$ cat src/hdl/spdm_pkg.sv
package spdm_pkg;
  // register indices, byte address is four times the index
  localparam logic [5:0] IDX_OVERSAMPLE = 6'h0a;
  localparam logic [5:0] IDX_POWER      = 6'h12;
  localparam logic [5:0] IDX_VOL_LEFT   = 6'h24;
  localparam logic [5:0] IDX_VOL_RIGHT  = 6'h25;
  localparam logic [5:0] IDX_INPUT_CTRL = 6'h27;
  localparam logic [5:0] IDX_STATUS     = 6'h28;

  // field positions
  localparam int BIT_OVERSAMPLE = 0;
  localparam int BIT_LEFT_EN    = 1;
  localparam int BIT_RIGHT_EN   = 0;
  localparam int BIT_VOL_UPDATE = 8;
  localparam int BIT_MODE       = 12;
  localparam int BIT_PIN_SEL    = 11;

  // reset values and gain code ceiling
  localparam logic       RST_OVERSAMPLE = 1'b1;
  localparam logic [7:0] RST_GAIN_CODE  = 8'hc0;
  localparam logic [7:0] GAIN_CODE_MAX  = 8'hef;

  // bus answers
  localparam logic [1:0] RESP_OKAY   = 2'b00;
  localparam logic [1:0] RESP_SLVERR = 2'b10;

  // bit clock timing: fastest allowed bit clock sets the half period
  localparam int SYS_CLK_HZ     = 25_000_000;
  localparam int MIC_CLK_MAX_HZ = 3_000_000;
  localparam int MIC_CLK_MIN_HZ = 1_000_000;
  localparam int MIC_HALF_CYC   = (SYS_CLK_HZ + 2 * MIC_CLK_MAX_HZ - 1) / (2 * MIC_CLK_MAX_HZ);
  localparam int SYNC_STAGES    = 2;
  localparam int MIC_SAMPLE_AT  = MIC_HALF_CYC / 2 + SYNC_STAGES;
  localparam int DIV_W          = 3;
  localparam int OVERSAMPLE     = 64;
endpackage : spdm_pkg

$ cat src/hdl/spdm_decim.sv
`timescale 1ns/1ps
module spdm_decim
  import spdm_pkg::*;
#(
  parameter int DECIM = OVERSAMPLE
) (
  // clock and reset
  input  wire logic               clk_sys_i,
  input  wire logic               srst_i,
  // bit stream in
  input  wire logic               en_i,
  input  wire logic               bit_valid_i,
  input  wire logic               bit_i,
  // pcm out
  output logic                    pcm_valid_o,
  output logic signed [15:0]      pcm_o
);
  localparam int CW = $clog2(DECIM);
  localparam int OW = $clog2(DECIM + 1);

  typedef struct packed {
    logic [CW-1:0]      cnt;
    logic [OW-1:0]      ones;
    logic               out_v;
    logic signed [15:0] out;
  } spdm_dec_s;

  spdm_dec_s st_r, st_nxt;
  logic signed [16:0] level;

  // boxcar count of ones over one decimation window
  always_comb begin
    st_nxt = st_r;
    st_nxt.out_v = 1'b0;
    level = 17'(st_r.ones + 17'(bit_i)) <<< (16 - CW);
    level = level - 17'sh08000;
    if (!en_i) begin
      st_nxt.cnt = '0;
      st_nxt.ones = '0;
    end else if (bit_valid_i) begin
      if (st_r.cnt == CW'(DECIM - 1)) begin
        st_nxt.cnt = '0;
        st_nxt.ones = '0;
        st_nxt.out_v = 1'b1;
        st_nxt.out = (level > 17'sh07fff) ? 16'sh7fff : level[15:0];
      end else begin
        st_nxt.cnt = st_r.cnt + 1'b1;
        st_nxt.ones = st_r.ones + OW'(bit_i);
      end
    end
    if (srst_i) begin
      st_nxt = '0;
    end
  end

  always_ff @(posedge clk_sys_i) begin
    st_r <= st_nxt;
  end

  assign pcm_valid_o = st_r.out_v;
  assign pcm_o       = st_r.out;
endmodule : spdm_decim

$ cat src/hdl/spdm_gain.sv
`timescale 1ns/1ps
module spdm_gain
  import spdm_pkg::*;
(
  // gain code
  input  wire logic [7:0]         code_i,
  // samples
  input  wire logic signed [15:0] pcm_i,
  output logic signed [15:0]      pcm_o
);
  // 2^(k*0.375/6.02) in q2.14, one entry per step inside an octave
  localparam logic [15:0] MANT [16] = '{
    16'h4000, 16'h42d3, 16'h45c6, 16'h48db, 16'h4c11, 16'h4f6d, 16'h52ef, 16'h5698,
    16'h5a6a, 16'h5e68, 16'h6293, 16'h66ed, 16'h6b78, 16'h7037, 16'h752b, 16'h7a57
  };

  logic [7:0]         code;
  logic signed [32:0] prod;
  logic signed [40:0] wide;
  logic [4:0]         sh;

  // code c0 is unity; sixteen steps make one octave
  always_comb begin
    code = (code_i > GAIN_CODE_MAX) ? GAIN_CODE_MAX : code_i;
    prod = pcm_i * $signed({1'b0, MANT[code[3:0]]});
    sh   = 5'd28 - 5'(code[7:4]);
    wide = (41'(prod) <<< 2) >>> sh;
    if (code_i == 8'h00) begin
      pcm_o = '0;
    end else if (wide > 41'sh07fff) begin
      pcm_o = 16'sh7fff;
    end else if (wide < -41'sh08000) begin
      pcm_o = -16'sh8000;
    end else begin
      pcm_o = wide[15:0];
    end
  end
endmodule : spdm_gain

$ cat src/hdl/spdm_top.sv
// Functional notes
// - pin select bit picks data pin a/b
// - mode bit routes mic path to dsp
// - mode off holds bit clock low
// - left/right dsp enables, reset disabled
// - bit clock multiple of fs, 1-3 MHz
// - both channels share one selected pin
// - sample mid-phase; high left, low right
// - gain code map, mute at zero
// - volume codes reset to c0 (0 dB)
// - write without update keeps applied gain
// - update bit applies both gains together
`timescale 1ns/1ps
module spdm_top
  import spdm_pkg::*;
(
  // clock and reset
  input  wire logic               clk_sys_i,
  input  wire logic               srst_i,
  // axi4-lite write address and data
  input  wire logic [7:0]         s_axi_awaddr_i,
  input  wire logic               s_axi_awvalid_i,
  output logic                    s_axi_awready_o,
  input  wire logic [31:0]        s_axi_wdata_i,
  input  wire logic [3:0]         s_axi_wstrb_i,
  input  wire logic               s_axi_wvalid_i,
  output logic                    s_axi_wready_o,
  // axi4-lite write response
  output logic [1:0]              s_axi_bresp_o,
  output logic                    s_axi_bvalid_o,
  input  wire logic               s_axi_bready_i,
  // axi4-lite read
  input  wire logic [7:0]         s_axi_araddr_i,
  input  wire logic               s_axi_arvalid_i,
  output logic                    s_axi_arready_o,
  output logic [31:0]             s_axi_rdata_o,
  output logic [1:0]              s_axi_rresp_o,
  output logic                    s_axi_rvalid_o,
  input  wire logic               s_axi_rready_i,
  // microphone pins
  output logic                    mic_bit_clock_o,
  input  wire logic               mic_data_pin_a_i,
  input  wire logic               mic_data_pin_b_i,
  // analogue path samples
  input  wire logic signed [15:0] analog_left_i,
  input  wire logic signed [15:0] analog_right_i,
  input  wire logic               analog_valid_i,
  // audio dsp input
  output logic signed [15:0]      pcm_left_o,
  output logic                    pcm_left_valid_o,
  output logic signed [15:0]      pcm_right_o,
  output logic                    pcm_right_valid_o
);
  typedef struct packed {
    logic [1:0]         sync_a;
    logic [1:0]         sync_b;
    logic [DIV_W-1:0]   div_cnt;
    logic               clk_lvl;
    logic [1:0]         bit_v;
    logic [1:0]         bit_d;
    logic               osr;
    logic               pwr_l;
    logic               pwr_r;
    logic               mode;
    logic               pin_sel;
    logic [7:0]         vol_l;
    logic [7:0]         vol_r;
    logic [7:0]         app_l;
    logic [7:0]         app_r;
    logic               awready;
    logic [5:0]         aw_idx;
    logic               wready;
    logic [31:0]        wdata;
    logic [3:0]         wstrb;
    logic               bvalid;
    logic [1:0]         bresp;
    logic               arready;
    logic               rvalid;
    logic [31:0]        rdata;
    logic [1:0]         rresp;
    logic signed [15:0] pcm_l;
    logic               pcm_lv;
    logic signed [15:0] pcm_r;
    logic               pcm_rv;
  } spdm_top_s;

  spdm_top_s st_r, st_nxt;

  logic [1:0]         dec_en;
  logic [1:0]         dec_v;
  logic signed [15:0] dec_pcm [2];
  logic signed [15:0] gain_pcm [2];
  logic [7:0]         app_code [2];
  logic               wr_fire;
  logic               hit;
  logic               pick;

  // decimation and gain per channel, 0 left and 1 right
  assign dec_en[0]   = st_r.pwr_l & st_r.mode & ~st_r.osr;
  assign dec_en[1]   = st_r.pwr_r & st_r.mode & ~st_r.osr;
  assign app_code[0] = st_r.app_l;
  assign app_code[1] = st_r.app_r;

  for (genvar ch = 0; ch < 2; ch++) begin : g_chan
    spdm_decim #(
      .DECIM       (OVERSAMPLE)
    ) u_decim (
      .clk_sys_i   (clk_sys_i),
      .srst_i      (srst_i),
      .en_i        (dec_en[ch]),
      .bit_valid_i (st_r.bit_v[ch]),
      .bit_i       (st_r.bit_d[ch]),
      .pcm_valid_o (dec_v[ch]),
      .pcm_o       (dec_pcm[ch])
    );
    spdm_gain u_gain (
      .code_i      (app_code[ch]),
      .pcm_i       (dec_pcm[ch]),
      .pcm_o       (gain_pcm[ch])
    );
  end

  // register read mux
  function automatic logic [33:0] rd_word(input logic [5:0] idx, input spdm_top_s s);
    logic [31:0] d;
    logic [1:0]  r;
    d = '0;
    r = RESP_OKAY;
    case (idx)
      IDX_OVERSAMPLE: d[BIT_OVERSAMPLE] = s.osr;
      IDX_POWER: begin
        d[BIT_LEFT_EN]  = s.pwr_l;
        d[BIT_RIGHT_EN] = s.pwr_r;
      end
      IDX_VOL_LEFT:   d[7:0] = s.vol_l;
      IDX_VOL_RIGHT:  d[7:0] = s.vol_r;
      IDX_INPUT_CTRL: begin
        d[BIT_MODE]    = s.mode;
        d[BIT_PIN_SEL] = s.pin_sel;
      end
      IDX_STATUS:     d[15:0] = {s.app_r, s.app_l};
      default:        r = RESP_SLVERR;
    endcase
    return {r, d};
  endfunction : rd_word

  assign wr_fire = ~st_r.awready & ~st_r.wready & ~st_r.bvalid;
  assign hit     = (st_r.div_cnt == DIV_W'(MIC_SAMPLE_AT));
  assign pick    = st_r.pin_sel ? st_r.sync_b[1] : st_r.sync_a[1];

  always_comb begin
    st_nxt = st_r;
    // pin synchronisers
    st_nxt.sync_a = {st_r.sync_a[0], mic_data_pin_a_i};
    st_nxt.sync_b = {st_r.sync_b[0], mic_data_pin_b_i};

    // bit clock divider, held low while mode is off
    if (!st_r.mode) begin
      st_nxt.div_cnt = '0;
      st_nxt.clk_lvl = 1'b0;
    end else if (st_r.div_cnt == DIV_W'(MIC_HALF_CYC - 1)) begin
      st_nxt.div_cnt = '0;
      st_nxt.clk_lvl = ~st_r.clk_lvl;
    end else begin
      st_nxt.div_cnt = st_r.div_cnt + 1'b1;
    end

    // mid-phase sample, corrected for synchroniser delay
    st_nxt.bit_v[0] = st_r.mode & st_r.clk_lvl & hit;
    st_nxt.bit_v[1] = st_r.mode & ~st_r.clk_lvl & hit;
    st_nxt.bit_d    = {pick, pick};

    // dsp input source
    if (st_r.mode) begin
      st_nxt.pcm_lv = dec_v[0];
      st_nxt.pcm_rv = dec_v[1];
      if (dec_v[0]) begin
        st_nxt.pcm_l = gain_pcm[0];
      end
      if (dec_v[1]) begin
        st_nxt.pcm_r = gain_pcm[1];
      end
    end else begin
      st_nxt.pcm_lv = analog_valid_i;
      st_nxt.pcm_rv = analog_valid_i;
      if (analog_valid_i) begin
        st_nxt.pcm_l = analog_left_i;
        st_nxt.pcm_r = analog_right_i;
      end
    end

    // write address and data, taken in either order
    if (s_axi_awvalid_i && st_r.awready) begin
      st_nxt.awready = 1'b0;
      st_nxt.aw_idx  = s_axi_awaddr_i[7:2];
    end
    if (s_axi_wvalid_i && st_r.wready) begin
      st_nxt.wready = 1'b0;
      st_nxt.wdata  = s_axi_wdata_i;
      st_nxt.wstrb  = s_axi_wstrb_i;
    end

    // register write once both halves are held
    if (wr_fire) begin
      st_nxt.bvalid = 1'b1;
      st_nxt.bresp  = RESP_OKAY;
      case (st_r.aw_idx)
        IDX_OVERSAMPLE: if (st_r.wstrb[0]) st_nxt.osr = st_r.wdata[BIT_OVERSAMPLE];
        IDX_POWER: if (st_r.wstrb[0]) begin
          st_nxt.pwr_l = st_r.wdata[BIT_LEFT_EN];
          st_nxt.pwr_r = st_r.wdata[BIT_RIGHT_EN];
        end
        IDX_VOL_LEFT:  if (st_r.wstrb[0]) st_nxt.vol_l = st_r.wdata[7:0];
        IDX_VOL_RIGHT: if (st_r.wstrb[0]) st_nxt.vol_r = st_r.wdata[7:0];
        IDX_INPUT_CTRL: if (st_r.wstrb[1]) begin
          st_nxt.mode    = st_r.wdata[BIT_MODE];
          st_nxt.pin_sel = st_r.wdata[BIT_PIN_SEL];
        end
        IDX_STATUS: ;
        default: st_nxt.bresp = RESP_SLVERR;
      endcase
      // update bit applies both stored codes at once
      if ((st_r.aw_idx == IDX_VOL_LEFT || st_r.aw_idx == IDX_VOL_RIGHT)
          && st_r.wstrb[1] && st_r.wdata[BIT_VOL_UPDATE]) begin
        st_nxt.app_l = st_nxt.vol_l;
        st_nxt.app_r = st_nxt.vol_r;
      end
    end
    if (st_r.bvalid && s_axi_bready_i) begin
      st_nxt.bvalid  = 1'b0;
      st_nxt.awready = 1'b1;
      st_nxt.wready  = 1'b1;
    end

    // read channel, one outstanding
    if (s_axi_arvalid_i && st_r.arready) begin
      st_nxt.arready = 1'b0;
      st_nxt.rvalid  = 1'b1;
      {st_nxt.rresp, st_nxt.rdata} = rd_word(s_axi_araddr_i[7:2], st_r);
    end
    if (st_r.rvalid && s_axi_rready_i) begin
      st_nxt.rvalid  = 1'b0;
      st_nxt.arready = 1'b1;
    end

    // synchronous reset
    if (srst_i) begin
      st_nxt         = '0;
      st_nxt.osr     = RST_OVERSAMPLE;
      st_nxt.vol_l   = RST_GAIN_CODE;
      st_nxt.vol_r   = RST_GAIN_CODE;
      st_nxt.app_l   = RST_GAIN_CODE;
      st_nxt.app_r   = RST_GAIN_CODE;
      st_nxt.awready = 1'b1;
      st_nxt.wready  = 1'b1;
      st_nxt.arready = 1'b1;
    end
  end

  always_ff @(posedge clk_sys_i) begin
    st_r <= st_nxt;
  end

  // outputs straight from the state register
  assign s_axi_awready_o   = st_r.awready;
  assign s_axi_wready_o    = st_r.wready;
  assign s_axi_bresp_o     = st_r.bresp;
  assign s_axi_bvalid_o    = st_r.bvalid;
  assign s_axi_arready_o   = st_r.arready;
  assign s_axi_rdata_o     = st_r.rdata;
  assign s_axi_rresp_o     = st_r.rresp;
  assign s_axi_rvalid_o    = st_r.rvalid;
  assign mic_bit_clock_o   = st_r.clk_lvl;
  assign pcm_left_o        = st_r.pcm_l;
  assign pcm_left_valid_o  = st_r.pcm_lv;
  assign pcm_right_o       = st_r.pcm_r;
  assign pcm_right_valid_o = st_r.pcm_rv;
endmodule : spdm_top

$ cat config.mk
export PLATFORM = sky130hd
export DESIGN_NAME = spdm_top
export DESIGN_NICKNAME = d
export VERILOG_FILES = /design/src/hdl/spdm_pkg.sv /design/src/hdl/spdm_decim.sv /design/src/hdl/spdm_gain.sv /design/src/hdl/spdm_top.sv
export SDC_FILE = /design/constraint.sdc
export NUM_CORES = 1
export LEC_CHECK = 0
export ABC_AREA = 0
export BUFFER_PORTS_ARGS = -buffer_cell sky130_fd_sc_hd__buf_2
export CORE_MARGIN = 2
export CORE_UTILIZATION = 30
export DETAILED_ROUTE_END_ITERATION = 16
export GPL_TIMING_DRIVEN = 1
export PLACE_DENSITY_LB_ADDON = 0.05
export SLEW_MARGIN = 30
export SYNTH_ARGS = -nofsm -noshare
export SYNTH_HDL_FRONTEND = slang
export SYNTH_SLANG_ARGS = --single-unit
$ cat constraint.sdc
create_clock -name clk_sys_i -period 11.51 [get_ports clk_sys_i]
set_input_delay 2.302 -clock clk_sys_i [delete_from_list [all_inputs] [get_ports clk_sys_i]]
set_output_delay 2.302 -clock clk_sys_i [all_outputs]
set_load 0.01 [all_outputs]
# Yosys cells after proc, flatten, opt, wreduce, memory -nomap -nowiden
# Memories as Yosys holds them, arrays and structs flattened.
# Cells that the tools add are included.
[totals] ff_bits=188 wordCells=169 rom_bits=512 memories=2
[classes] order_cmp=10 multipliers=2 addsub=11 n_mux=36 reduce_logical=29 bitwise_logic=22 eq_ne=17 shift=2
[mem_list] memory="(no name shown)" words=16 width=16 read_ports=1 rd_ports_with_merged_regs=0 write_ports=0 line="spdm_gain.sv:25" text="prod = pcm_i * $signed({1'b0, MANT[code[3:0]]});"
[mem_list] memory="(no name shown)" words=16 width=16 read_ports=1 rd_ports_with_merged_regs=0 write_ports=0 line="spdm_gain.sv:25"
[ops] op="$mux W16" n=16
[ops] op="$gt A41 B16 Y1 const B" n=2
[ops] op="$lt A41 B16 Y1 const B" n=2
[ops] op="$sshr A35 B5 Y41" n=2
[ops] op="$mul A16 B17 Y33" n=2
[ops] op="$eq A6 B6 Y1 const B" n=10
[ops] op="$mux W8" n=6
[ops] op="$gt A17 B16 Y1 const B" n=2
[ops] op="$mux W17" n=2
[ops] op="$mux W34" n=1
[ops] op="$sub A17 B17 Y17 const B" n=2
[ops] op="$add A7 B1 Y7" n=4
[ops] op="$mux W13" n=2
[ops] op="$pmux W6 S3" n=1
[ops] op="$gt A8 B8 Y1 const B" n=2
[ops] op="$logic_not A8 Y1" n=2
[ops] op="$reduce_and A3 Y1" n=5
[ops] op="$add A6 B1 Y6 const B" n=2
[ops] op="$eq A6 B4 Y1 const B" n=2
[ops] op="$eq A6 B5 Y1 const B" n=2
[ops] op="$reduce_or A6 Y1" n=2
[ops] op="$and A1 B1 Y1" n=10
[ops] op="$ge A5 B5 Y1 const B" n=2
[ops] op="$not A1 Y1" n=10
[ops] op="17 further kinds" n=36

# Logic depth before layout (Yosys ltp)
# Gate-level depths: netlist of run 1.
[depth] word_depth=14 ltp_mapped=44 ltp_nobuf=38

# Hierarchy
# From an unflattened synthesis of run 1, not the netlist that was laid out.
[unflattened] hier_cells=3919 hier_area_um2=31662.9
[by_module_without_submodules] module="spdm_gain at g_chan[1].u_gain" seq_area_each_um2=0.0 cells_per_inst=1523 n_inst=1 area_each_um2=12104.1
[by_module_without_submodules] module="spdm_gain at g_chan[0].u_gain" seq_area_each_um2=0.0 cells_per_inst=1492 n_inst=1 area_each_um2=11548.6
[by_module_without_submodules] module="spdm_top" seq_area_each_um2=2482.4 cells_per_inst=630 n_inst=1 area_each_um2=5720.5
[by_module_without_submodules] module="spdm_decim" seq_area_each_um2=420.4 cells_per_inst=137 n_inst=2 area_each_um2=1144.8

# Least setup slack after synthesis of run 1
# Ideal clock, no wire load.
[synth_path] kind="flip-flop to flip-flop" start="reg st_r (netlist bit app_code[15])" end="reg st_r (netlist bit pcm_left_o[1])" setup_slack_ns=2.412 setup_time_ns=0.126 stages_incl_launch_ff=39 arrival_ns=8.973 cell_sequence="dfxtp_1 -> clkbuf_1 -> and2_1 -> clkbuf_1 -> nand3_1 -> clkbuf_1 -> nand2b_1 -> inv_1 -> ha_1 -> clkbuf_1 -> a211oi_1 -> a21oi_1 -> a21oi_1 -> nand2_1 -> fa_1 -> inv_1 -> fa_1 -> inv_1 -> (+3 left out) -> inv_1 -> fa_1 -> ha_1 -> clkbuf_1 -> a21o_1 -> nand3_1 -> nand2_1 -> a221oi_1 -> nand3_1 -> a31oi_1 -> xnor2_1 -> a221oi_1 -> a21boi_0 -> a21oi_1 -> o31a_1 -> buf_2 -> a211oi_1 -> o21ai_0"
[synth_between] elab_chain_cells=14 elab_cells_between_ends=17
[synth_lines] element="from (decl)" line="spdm_top.sv:87" text="spdm_top_s st_r, st_nxt;"
[synth_lines] element="from (signal assigned)" line="spdm_top.sv:261" text="st_r <= st_nxt;"
[synth_lines] element="$gt A8 B8 Y1" line="spdm_gain.sv:24" text="code = (code_i > GAIN_CODE_MAX) ? GAIN_CODE_MAX : code_i;"
[synth_lines] element="$mux W8" line="spdm_gain.sv:24"
[synth_lines] element="$not A4 Y5 (implied by the code)" line="spdm_gain.sv:25"
[synth_lines] element="$mem_v2 Z16 W16"
[synth_lines] element="$mux W16 (implied by the code) (2 in a row)" line="spdm_gain.sv:25"
[synth_lines] element="$mul A16 B17 Y33" line="spdm_gain.sv:25"
[synth_lines] element="$sshr A35 B5 Y41" line="spdm_gain.sv:27" text="wide = (41'(prod) <<< 2) >>> sh;"
[synth_lines] element="$lt A41 B16 Y1" line="spdm_gain.sv:32" text="end else if (wide < -41'sh08000) begin"
[synth_lines] element="$mux W16" line="spdm_gain.sv:32"
[synth_lines] element="$mux W16" line="spdm_gain.sv:30" text="end else if (wide > 41'sh07fff) begin"
[synth_lines] element="$mux W16 (*)" line="spdm_gain.sv:28" text="if (code_i == 8'h00) begin"
[synth_lines] element="$mux W16 (*)" line="spdm_top.sv:177" text="if (dec_v[0]) begin"
[synth_lines] element="$mux W34 (*)" line="spdm_top.sv:174" text="if (st_r.mode) begin"
# Mark *: on every way between the ends. The rest lies on a longest branch, timed or not. The select of a mux whose other input is x is not followed.
# A chain may end at the register's enable or synchronous reset.

# Worst setup path in the final report of run 1
[layout_path] start="reg st_r (netlist bit app_code[6])" end="reg st_r (netlist bit pcm_right_o[13])"
[layout_between] elab_chain_cells=14 elab_cells_between_ends=17
[layout_lines] element="$gt A8 B8 Y1" line="spdm_gain.sv:24"
[layout_lines] element="$mux W8" line="spdm_gain.sv:24"
[layout_lines] element="$not A4 Y5 (implied by the code)" line="spdm_gain.sv:25"
[layout_lines] element="$mem_v2 Z16 W16"
[layout_lines] element="$mux W16 (implied by the code) (2 in a row)" line="spdm_gain.sv:25"
[layout_lines] element="$mul A16 B17 Y33" line="spdm_gain.sv:25"
[layout_lines] element="$sshr A35 B5 Y41" line="spdm_gain.sv:27"
[layout_lines] element="$lt A41 B16 Y1" line="spdm_gain.sv:32"
[layout_lines] element="$mux W16" line="spdm_gain.sv:32"
[layout_lines] element="$mux W16" line="spdm_gain.sv:30"
[layout_lines] element="$mux W16 (*)" line="spdm_gain.sv:28"
[layout_lines] element="$mux W16 (*)" line="spdm_top.sv:180" text="if (dec_v[1]) begin"
[layout_lines] element="$mux W34 (*)" line="spdm_top.sv:174"
# Marked as above.

==> results of run 1 <==
-- area by class of cell --
cell class | instances | area (µm²) | share of cell area [%]
Timing Repair Buffer | 202 | 1209 | 4.093
Clock inverter | 14 | 191.4 | 0.6482
Antenna cell | 1 | 2.502 | 0.008473
Tap cell | 1176 | 1471 | 4.982
Multi-Input combinational cell | 2627 | 21380 | 72.38
Clock buffer | 17 | 425.4 | 1.440
Sequential cell | 166 | 3323 | 11.25
Inverter | 409 | 1535 | 5.198
-- cells in the mapped netlist, types with 7 or more instances --
cell / n
a221oi_1: 20
fa_1: 285
or3_1: 17
nand4_1: 33
clkbuf_1: 133
o21ai_0: 121
o21ai_1: 10
nand3_1: 81
o211ai_1: 27
a311oi_1: 13
buf_4: 71
inv_1: 405
a211oi_1: 65
nor2_1: 323
a31o_2: 8
nand3b_1: 9
a221o_1: 14
a32oi_1: 7
o221ai_1: 9
nand2_1: 336
mux2i_1: 77
and3_1: 23
o21bai_1: 18
buf_2: 17
buf_1: 11
xnor2_1: 48
a31oi_1: 36
ha_1: 270
a211o_1: 15
nor2b_1: 29
a21o_1: 45
dfxtp_1: 166
xor2_1: 44
and2_1: 61
a21oi_1: 228
nor4_1: 17
o21a_1: 32
o22ai_1: 11
nor3_1: 65
o31ai_1: 8
nor3b_1: 7
a22oi_1: 16
mux2_2: 22
nand2b_1: 45
-- power by group through the flow --
stage	sequential [mW]	combinational, mW	clock, mW
after floorplan	0.613	0.0725	0
after global placement	0.619	0.0925	0
after detailed placement	0.619	0.0934	0
after CTS	0.606	0.0938	0.638
after global routing	0.608	0.103	0.669
final	0.606	0.0929	0.622
-- final timing paths --
check | startpoint | to | slack, ns | depth (start not counted)
max | app_code[6] | pcm_right_o[13] | 1.05 | 29
min | st_r[164] | st_r[165] | 0.45 | 1
max reg2reg | app_code[6] | pcm_right_o[13] | 1.05 | 29
min reg2reg | st_r[164] | st_r[165] | 0.45 | 1
-- logic make-up after synthesis --
family,Yosys count,share of synthesized area (%)
AND/OR/NAND/NOR,1083,18.59
AO/OA/AOI/OAI,775,18.92
buffers and inverters,644,9.989
adder cells (fa/ha/maj),555,33.26
flip-flops,166,12.17
multiplexers,102,3.977
XOR/XNOR,94,3.070
other,1,0.01373
-- worst reg2reg max path, delay by kind of cell, from the launching register on --
kind | cells | cell delay [ns]
AOI/OAI and AO/OA | 10 | 3.26
xor gates and xnor gates | 1 | 0.16
adders and majority gates | 7 | 3.61
buffers and inverters | 4 | 0.52
DFF | 1 | 0.62
muxes | 1 | 0.24
and+or+nand+nor | 6 | 1.90
-- cell usage in the layout, fill, tap and decap left out, drive strengths merged, types with 77 or more instances in the layout --
cell / netlist / final
mux2i: 77 / 77
dfxtp: 166 / 166
buf: 102 / 202
nand2: 336 / 336
ha: 270 / 270
nand3: 81 / 81
inv: 405 / 411
a21oi: 231 / 231
nor2: 323 / 323
fa: 285 / 285
o21ai: 132 / 132
-- sequential cells by signal, summed over array words and instances, names as in the netlist --
name                        flops
g_chan.u_decim.pcm_valid_o      2
s_axi_wready_o                  1
app_code                       16
mic_bit_clock_o                 1
g_chan.u_decim.st_r            26
pcm_right_o                    16
s_axi_bresp_o                   1
st_r                           50
g_chan.u_decim.pcm_o           14
s_axi_bvalid_o                  1
pcm_right_valid_o               1
pcm_left_valid_o                1
s_axi_awready_o                 1
pcm_left_o                     16
s_axi_rresp_o                   1
s_axi_rdata_o                  16
s_axi_rvalid_o                  1
s_axi_arready_o                 1
-- what timing repair did --
action                     4_1_cts  5_1_grt
hold buffers                     0        0
setup endpoints to repair        0        1
resized for setup                0        1
-- layer usage --
layer  share of wire, %  vias up  global-route usage, %
met5                  0        -                      0
met4                1.8        0                  4.239
met3                2.6       81                  1.366
met2                 49      476                  34.29
met1                 46    12031                  27.03
li1                   -    11629                      -
==> results_dict.tcl, run 1 <==
set metrics [dict create \
    synthFlopType "dfxtp_1" \
    clock_sinks 166 \
    fillCellCount 9560 \
    antenna_found_initial 2 \
    portBuffers 124 \
    core_um2 90150 \
    outcome "completed" \
    routed_wl_um 93150 \
    finalCritPeriodShare_pct 90.92 \
    dpl_cell_area_um2 28900 \
    yosys.area.top_type_share_pct 20.89 \
    htreeDepth 4 \
    stdcell_area_um2 29530 \
    routed_via_density 5.251 \
    tightest_slew_ns 0.9175 \
    drc_errors 0 \
    synth_edf_count 0 \
    end_kind "register" \
    max_cap_viol_count 0 \
    grt_use_total_pct 19.82 \
    start_util_pct 30.29 \
    p_leak_nw 13.63 \
    setup_viol 0 \
    yosysWarnings 0 \
    utilization_pct 32.76 \
    syn2layout_area_growth_pct 8.151 \
    fmax_mhz 95.56 \
    drv_slew 0 \
    cp_slowest_cell "dfxtp_1" \
    post_cts_buffers 0 \
    firstDrtPassIters 5 \
    cts_tree "done" \
    switching_share_pct 26.22 \
    drtIter0Drc 1698 \
    yosys-top-cells-area "fa_1, ha_1, dfxtp_1, inv_1, nand2_1" \
    antenna_left 0 \
    synthCells 3420 \
    power_frac_comb_pct 7.0 \
    rsz0062_at_grt "false" \
    syn_avg_cell_area_um2 7.985 \
    synth-seq-cells 166 \
    cp.arrival_ns 10.75 \
    path_common_cell "fa_1" \
    gr-total-overflow 0 \
    drive_gt1_share_pct 9.141 \
    p_per_area_nw_per_um2 44.72 \
    pre_cts_slack_ns 0.7684 \
    total_power_mw 1.321 \
    slew_headroom_pct 38.83 \
    fp-row-count 110 \
    max_stage_delay_ns 0.62 \
    switchingPower_uw 346.3 \
    cts-root-buf "clkbuf_16" \
    ys_seq_area_share_pct 12.17 \
    gp_congestion 0.8737 \
    start_kind "register" \
    crit_buf_inv 4 \
    io_pins 170 \
    worst-setup-path-type "register to register" \
    required_ns 11.80 \
    synth_cell_types 96 \
    dp_hpwl_um 76280 \
    period_needed_ns 10.46 \
    finClkSkew_ns 0.01245 \
    hold_viol_final 0 \
    ir_worst_vdd_mv 0.1023 \
    grt_pass1_wl_um 146600 \
    cts_buffer_depth 2 \
    critPathTopFamily "adder cells" \
    post_drt_wl_per_cell_um 20.20 \
    power_frac_seq_pct 45.9 \
    grt_pass1_vias 24779 \
    setup_tns_ns 0 \
    hold_class "register to register" \
    cts_buffers 17 \
    die_h_um 305.7 \
    fin_cells 4612 \
    ys_async_sr_fraction_pct 0 \
    power_frac_clock_pct 47.1 \
    hold_ws_ns 0.4533 \
    place_inst 4580 \
    synth_area_um2 27310 \
    finalNetCount 4072 \
    grt_max_degree 81 \
    die-area_um2 93460 \
    synth.largest_area_cell "fa_1" \
    vias 24217 \
    crit_fanout 14 \
    path_clk_slew_ns 0.07 \
    dieWidth_um 305.7 \
    p_int_uw 974.5 \
    post-route-worst-setup-slack_ns 1.045 \
    clkLatencyLatePin_ns 0.45 \
]
Note: power is estimated with default switching activity, not from simulation.
==> run 2: changes to the inputs <==
Settings changed: GPL_TIMING_DRIVEN 1 to 0.
==> run 2 against run 1 <==
Global-route usage grew 1.0 points. Routed wire length grew 4.6%. Clock power shrank 3.2%. Maximum frequency shrank 4.4%. Flip-flop and latch count is the same. Sequential power is essentially flat. Sequential share of layout area shrank 0.27 points. Final area grew 2.5%. Combinational power grew 30%. Critical path type unchanged. Critical endpoint is now pcm_left_o[1]. Largest power group is now registers.
==> results_dict.tcl, run 2 (same netlist as run 1, synthesis figures left out) <==
set metrics [dict create \
    vias 24481 \
    largest_register "st_r" \
    n_antenna_cell 0 \
    cts_buffers 17 \
    final_cell_mix "inv_1, nand2_1, nor2_1, fa_1, ha_1" \
    switching_share_pct 25.71 \
    antenna_found_initial 2 \
    io_pins 170 \
    final_common_cell "inv_1" \
    max_cap_viol_count 0 \
    slew_headroom_pct 35.89 \
    p_int_uw 985.9 \
    required_ns 11.91 \
    ir_worst_vdd_mv 0.08758 \
    period_needed_ns 10.94 \
    antenna_left 0 \
    max_stage_delay_ns 0.75 \
    cts-root-buf "clkbuf_16" \
    crit_fanout 10 \
    drive_gt1_share_pct 9.719 \
    outcome "completed" \
    largest_reg_flops 50 \
    syn2layout_area_growth_pct 10.82 \
    gp_congestion 0.9127 \
    cts_tree "done" \
    power_frac_seq_pct 45.5 \
    gr-total-overflow 0 \
    place_inst 4736 \
    clock_sinks 166 \
    p_leak_nw 13.88 \
    cts_buffer_depth 2 \
    end_kind "register" \
    grt_use_total_pct 20.85 \
    critPathTopFamily "compound AO/OA/AOI/OAI gates" \
    grt_pass1_vias 24724 \
    fin_cells 4767 \
    grt_max_degree 17 \
    cp.arrival_ns 11.35 \
    crit_buf_inv 6 \
    cp_slowest_cell "a211oi_1" \
    start_kind "register" \
    portBuffers 122 \
    finClkSkew_ns 0.01852 \
    power_frac_clock_pct 45.4 \
    drtIter0Drc 1578 \
    routed_wl_um 97430 \
    reg2reg_from "app_code[15]" \
    p_per_area_nw_per_um2 43.85 \
    power_frac_comb_pct 9.1 \
    routed_via_density 5.136 \
    hp-start "s_axi_rdata_o[13]" \
    core_um2 90150 \
    worst-setup-path-type "register to register" \
    dp_hpwl_um 82010 \
    drc_errors 0 \
    tightest_slew_ns 0.9617 \
    fp-row-count 110 \
    drv_slew 0 \
    htreeDepth 4 \
    die-area_um2 93460 \
    start_util_pct 30.29 \
    cp-startpoint "app_code[15]" \
    dieWidth_um 305.7 \
    hold_ws_ns 0.4564 \
    setup_viol 0 \
    hold_class "register to register" \
    hold_viol_final 0 \
    ctsHoldBuffers 0 \
    post_drt_wl_per_cell_um 20.44 \
    switchingPower_uw 341.1 \
    rsz0062_at_grt "true" \
    die_h_um 305.7 \
    grt_pass1_wl_um 151400 \
    fmax_mhz 91.37 \
    clkLatencyLatePin_ns 0.47 \
    finalNetCount 4227 \
    finalCritPeriodShare_pct 95.09 \
    path_clk_slew_ns 0.07 \
    post_cts_buffers 0 \
    firstDrtPassIters 6 \
    top_regs "st_r: 50 flops, g_chan.u_decim.st_r: 26 flops" \
]
==> run 2: worst paths after layout <==
kind | endpoint | slack [ns] | cells after the start
setup / recovery | pcm_left_o[1] | 0.57 | 37
hold / removal | s_axi_rdata_o[13] | 0.46 | 2
setup reg to reg | pcm_left_o[1] | 0.57 | 37
hold reg to reg | s_axi_rdata_o[13] | 0.46 | 2
==> run 2: routing by layer <==
layer	GRT usage [%]	part of all wire, %	vias to the layer above
met5	0	0	-
met4	4.216	1.9	0
met3	1.837	2.9	83
met2	35.89	49	478
met1	28.41	46	11974
li1	-	-	11946
==> run 2: repair_timing <==
action / 4_1_cts / 5_1_grt
pin swaps: 0 / 1
resized for setup: 10 / 23
endpoints found under the setup margin: 15 / 30
==> run 2: power groups by stage <==
stage | sequential [mW] | combinational (mW) | clock (mW)
2_1_floorplan | 0.613 | 0.0725 | 0
3_3_place_gp | 0.618 | 0.121 | 0
3_5_place_dp | 0.617 | 0.121 | 0
4_1_cts | 0.604 | 0.122 | 0.618
5_1_grt | 0.606 | 0.133 | 0.639
6_report | 0.604 | 0.121 | 0.602
==> run 2: area by class of cell <==
cell class | count | area [µm²]
Clock buffer | 21 | 440.4
Timing Repair Buffer | 123 | 618.1
Tap cell | 1176 | 1471
Inverter | 409 | 1535
Fill cell | 9787 | 59890
Buffer | 234 | 1191
Multi-Input combinational cell | 2627 | 21530
Sequential cell | 166 | 3323
Clock inverter | 11 | 150.1
==> run 2: worst reg2reg max path: cells and delay by family (launching register included) <==
| family | cells | cell delay [ns] |
|---|---|---|
| buffers and inverters | 6 | 1.37 |
| AO/OA/AOI/OAI | 12 | 3.48 |
| flip-flops | 1 | 0.31 |
| AND/OR/NAND/NOR | 8 | 1.57 |
| adder cells (fa/ha/maj) | 8 | 3.15 |
| XOR/XNOR | 3 | 1.02 |
==> run 2: metrics by stage <==
step	setup slack, ns	utilization, %	TNS [ns]	area (µm²)	total power [mW]
after floorplan	2.412	-	0	27370	0.6856
after global placement	-0.8617	32.67	-13.42	29450	0.7393
after detailed placement	-0.7021	32.76	-7.374	29530	0.7387
after CTS	0.1105	33.46	0	30160	1.344
after global routing	-0.05853	33.57	-0.09234	30260	1.378
final	0.5654	33.57	0	30260	1.327
==> run 3: changes to the inputs <==
Settings changed: REMOVE_ABC_BUFFERS set to 1.
==> run 3 against run 2 <==
Total power shrank 0.73%. Clock power grew 3%. Die area is the same. Core utilization shrank 0.98 points. Sequential share of layout area grew 0.36 points. Maximum frequency grew 0.96%. Cell count shrank 4.6%.
==> results_dict.tcl, run 3 (same netlist as run 1, synthesis figures left out) <==
set metrics [dict create \
    hold_class "register to register" \
    portBuffers 124 \
    final_common_cell "inv_1" \
    grt_pass1_vias 25003 \
    critPathTopFamily "adder cells" \
    finClkSkew_ns 0.03038 \
    setup_tns_ns 0 \
    place_inst 4515 \
    hold_viol_final 0 \
    cts_buffer_depth 2 \
    largest_reg_flops 50 \
    post_drt_wl_per_cell_um 19.80 \
    gp_congestion 0.8585 \
    start_kind "register" \
    period_needed_ns 10.84 \
    worst-setup-path-type "register to register" \
    grt_use_total_pct 19.58 \
    total_power_mw 1.317 \
    cp_slowest_cell "a2111oi_1" \
    fmax_mhz 92.24 \
    antenna_found_initial 4 \
    end_kind "register" \
    start_util_pct 30.29 \
    vias 23868 \
    grt_pass1_wl_um 145100 \
    cts-root-buf "clkbuf_16" \
    tightest_slew_ns 1.021 \
    rsz0062_at_grt "false" \
    fin_cells 4550 \
    setup_viol 0 \
    htreeDepth 4 \
    io_pins 170 \
    fp-row-count 110 \
    dp_hpwl_um 73950 \
    path_common_cell "fa_1" \
    gr-total-overflow 0 \
    finalCritPeriodShare_pct 94.19 \
    path_clk_slew_ns 0.07 \
    stdcell_area_um2 29380 \
    p_per_area_nw_per_um2 44.84 \
    routed_wl_um 90090 \
    firstDrtPassIters 5 \
    drtIter0Drc 1727 \
    dpl_cell_area_um2 28630 \
    crit_buf_inv 3 \
    max_stage_delay_ns 0.67 \
    clock_sinks 166 \
    finalNetCount 4010 \
    antenna_left 0 \
    syn2layout_area_growth_pct 7.583 \
    cts_tree "done" \
    cts_buffers 17 \
    die-area_um2 93460 \
    n_antenna_cell 0 \
    max_cap_viol_count 0 \
    utilization_pct 32.59 \
    outcome "completed" \
    required_ns 11.83 \
    clkLatencyLatePin_ns 0.49 \
    routed_via_density 5.246 \
    ctsHoldBuffers 0 \
    ir_worst_vdd_mv 0.1070 \
    dieWidth_um 305.7 \
    crit_fanout 14 \
    largest_register "st_r" \
    cp.arrival_ns 11.17 \
    slew_headroom_pct 31.94 \
    final_cell_mix "inv_1, nand2_1, nor2_1, fa_1, ha_1" \
    grt_max_degree 94 \
    drive_gt1_share_pct 8.595 \
    core_um2 90150 \
    p_leak_nw 13.38 \
    die_h_um 305.7 \
    top_regs "st_r: 50 flops, g_chan.u_decim.st_r: 26 flops" \
    drv_slew 0 \
    drc_errors 0 \
]
-- run 3: cell types whose count changed in the layout (fill, tap and decap cells not counted), moves of 5 or more --
cell	delta
buf_4	-62
inv_8	+6
clkinv_8	+5
buf_2	-17
clkbuf_1	-134
buf_1	-11
-- run 3: layout make-up --
type                    count  area (µm²)
clock buffers              17       425.4
clock inverters            15       203.9
fillers                  9662       60770
inverters                 409        1536
multi-input cells        2627       21560
flip-flops and latches    166        3333
well taps                1176        1471
repair buffers            140       847.1
-- run 3: worst paths after layout --
kind / start / end / slack, ns / depth (start not counted)
worst max register to register: app_code[6] / pcm_right_o[11] / 0.67 / 32
worst min-delay path: s_axi_rdata_o[15] / s_axi_rdata_o[15] / 0.45 / 2
worst max-delay path: app_code[6] / pcm_right_o[11] / 0.67 / 32
worst min register to register: s_axi_rdata_o[15] / s_axi_rdata_o[15] / 0.45 / 2
-- run 3: worst min-delay path, cell delays in order (launching register included) --
cell and delay [ns]:
dfxtp_1 0.31, nand2_1 0.05, a21oi_1 0.05
-- run 3: routing by layer --
| layer | track usage, % | up-vias | part of all wire [%] |
|---|---|---|---|
| met5 | 0 | - | 0 |
| met4 | 5.396 | 0 | 2.5 |
| met3 | 2.288 | 96 | 3.5 |
| met2 | 34.12 | 496 | 49 |
| met1 | 25.44 | 11786 | 45 |
| li1 | - | 11490 | - |
-- run 3: power by group --
group,switching [mW],internal (mW)
sequential,0.0146,0.590
combinational,0.0553,0.0366
clock,0.304,0.316
-- run 3: per-stage QoR --
step,setup WS (ns),hold slack (ns)
6_report,0.6690,0.4512
5_1_grt,0.0006715,0.4689
4_1_cts,0.05617,0.4557
3_5_place_dp,-0.5799,0.4288
3_3_place_gp,-2.546,0.4259
2_1_floorplan,1.714,0.4138
-- run 3: what timing repair did --
item	4_1_cts	5_1_grt
setup endpoints to repair	30	30
pin swaps	0	2
hold endpoints to repair	0	0
resized for setup	10	13
cloned	0	0
buffers inserted	0	3
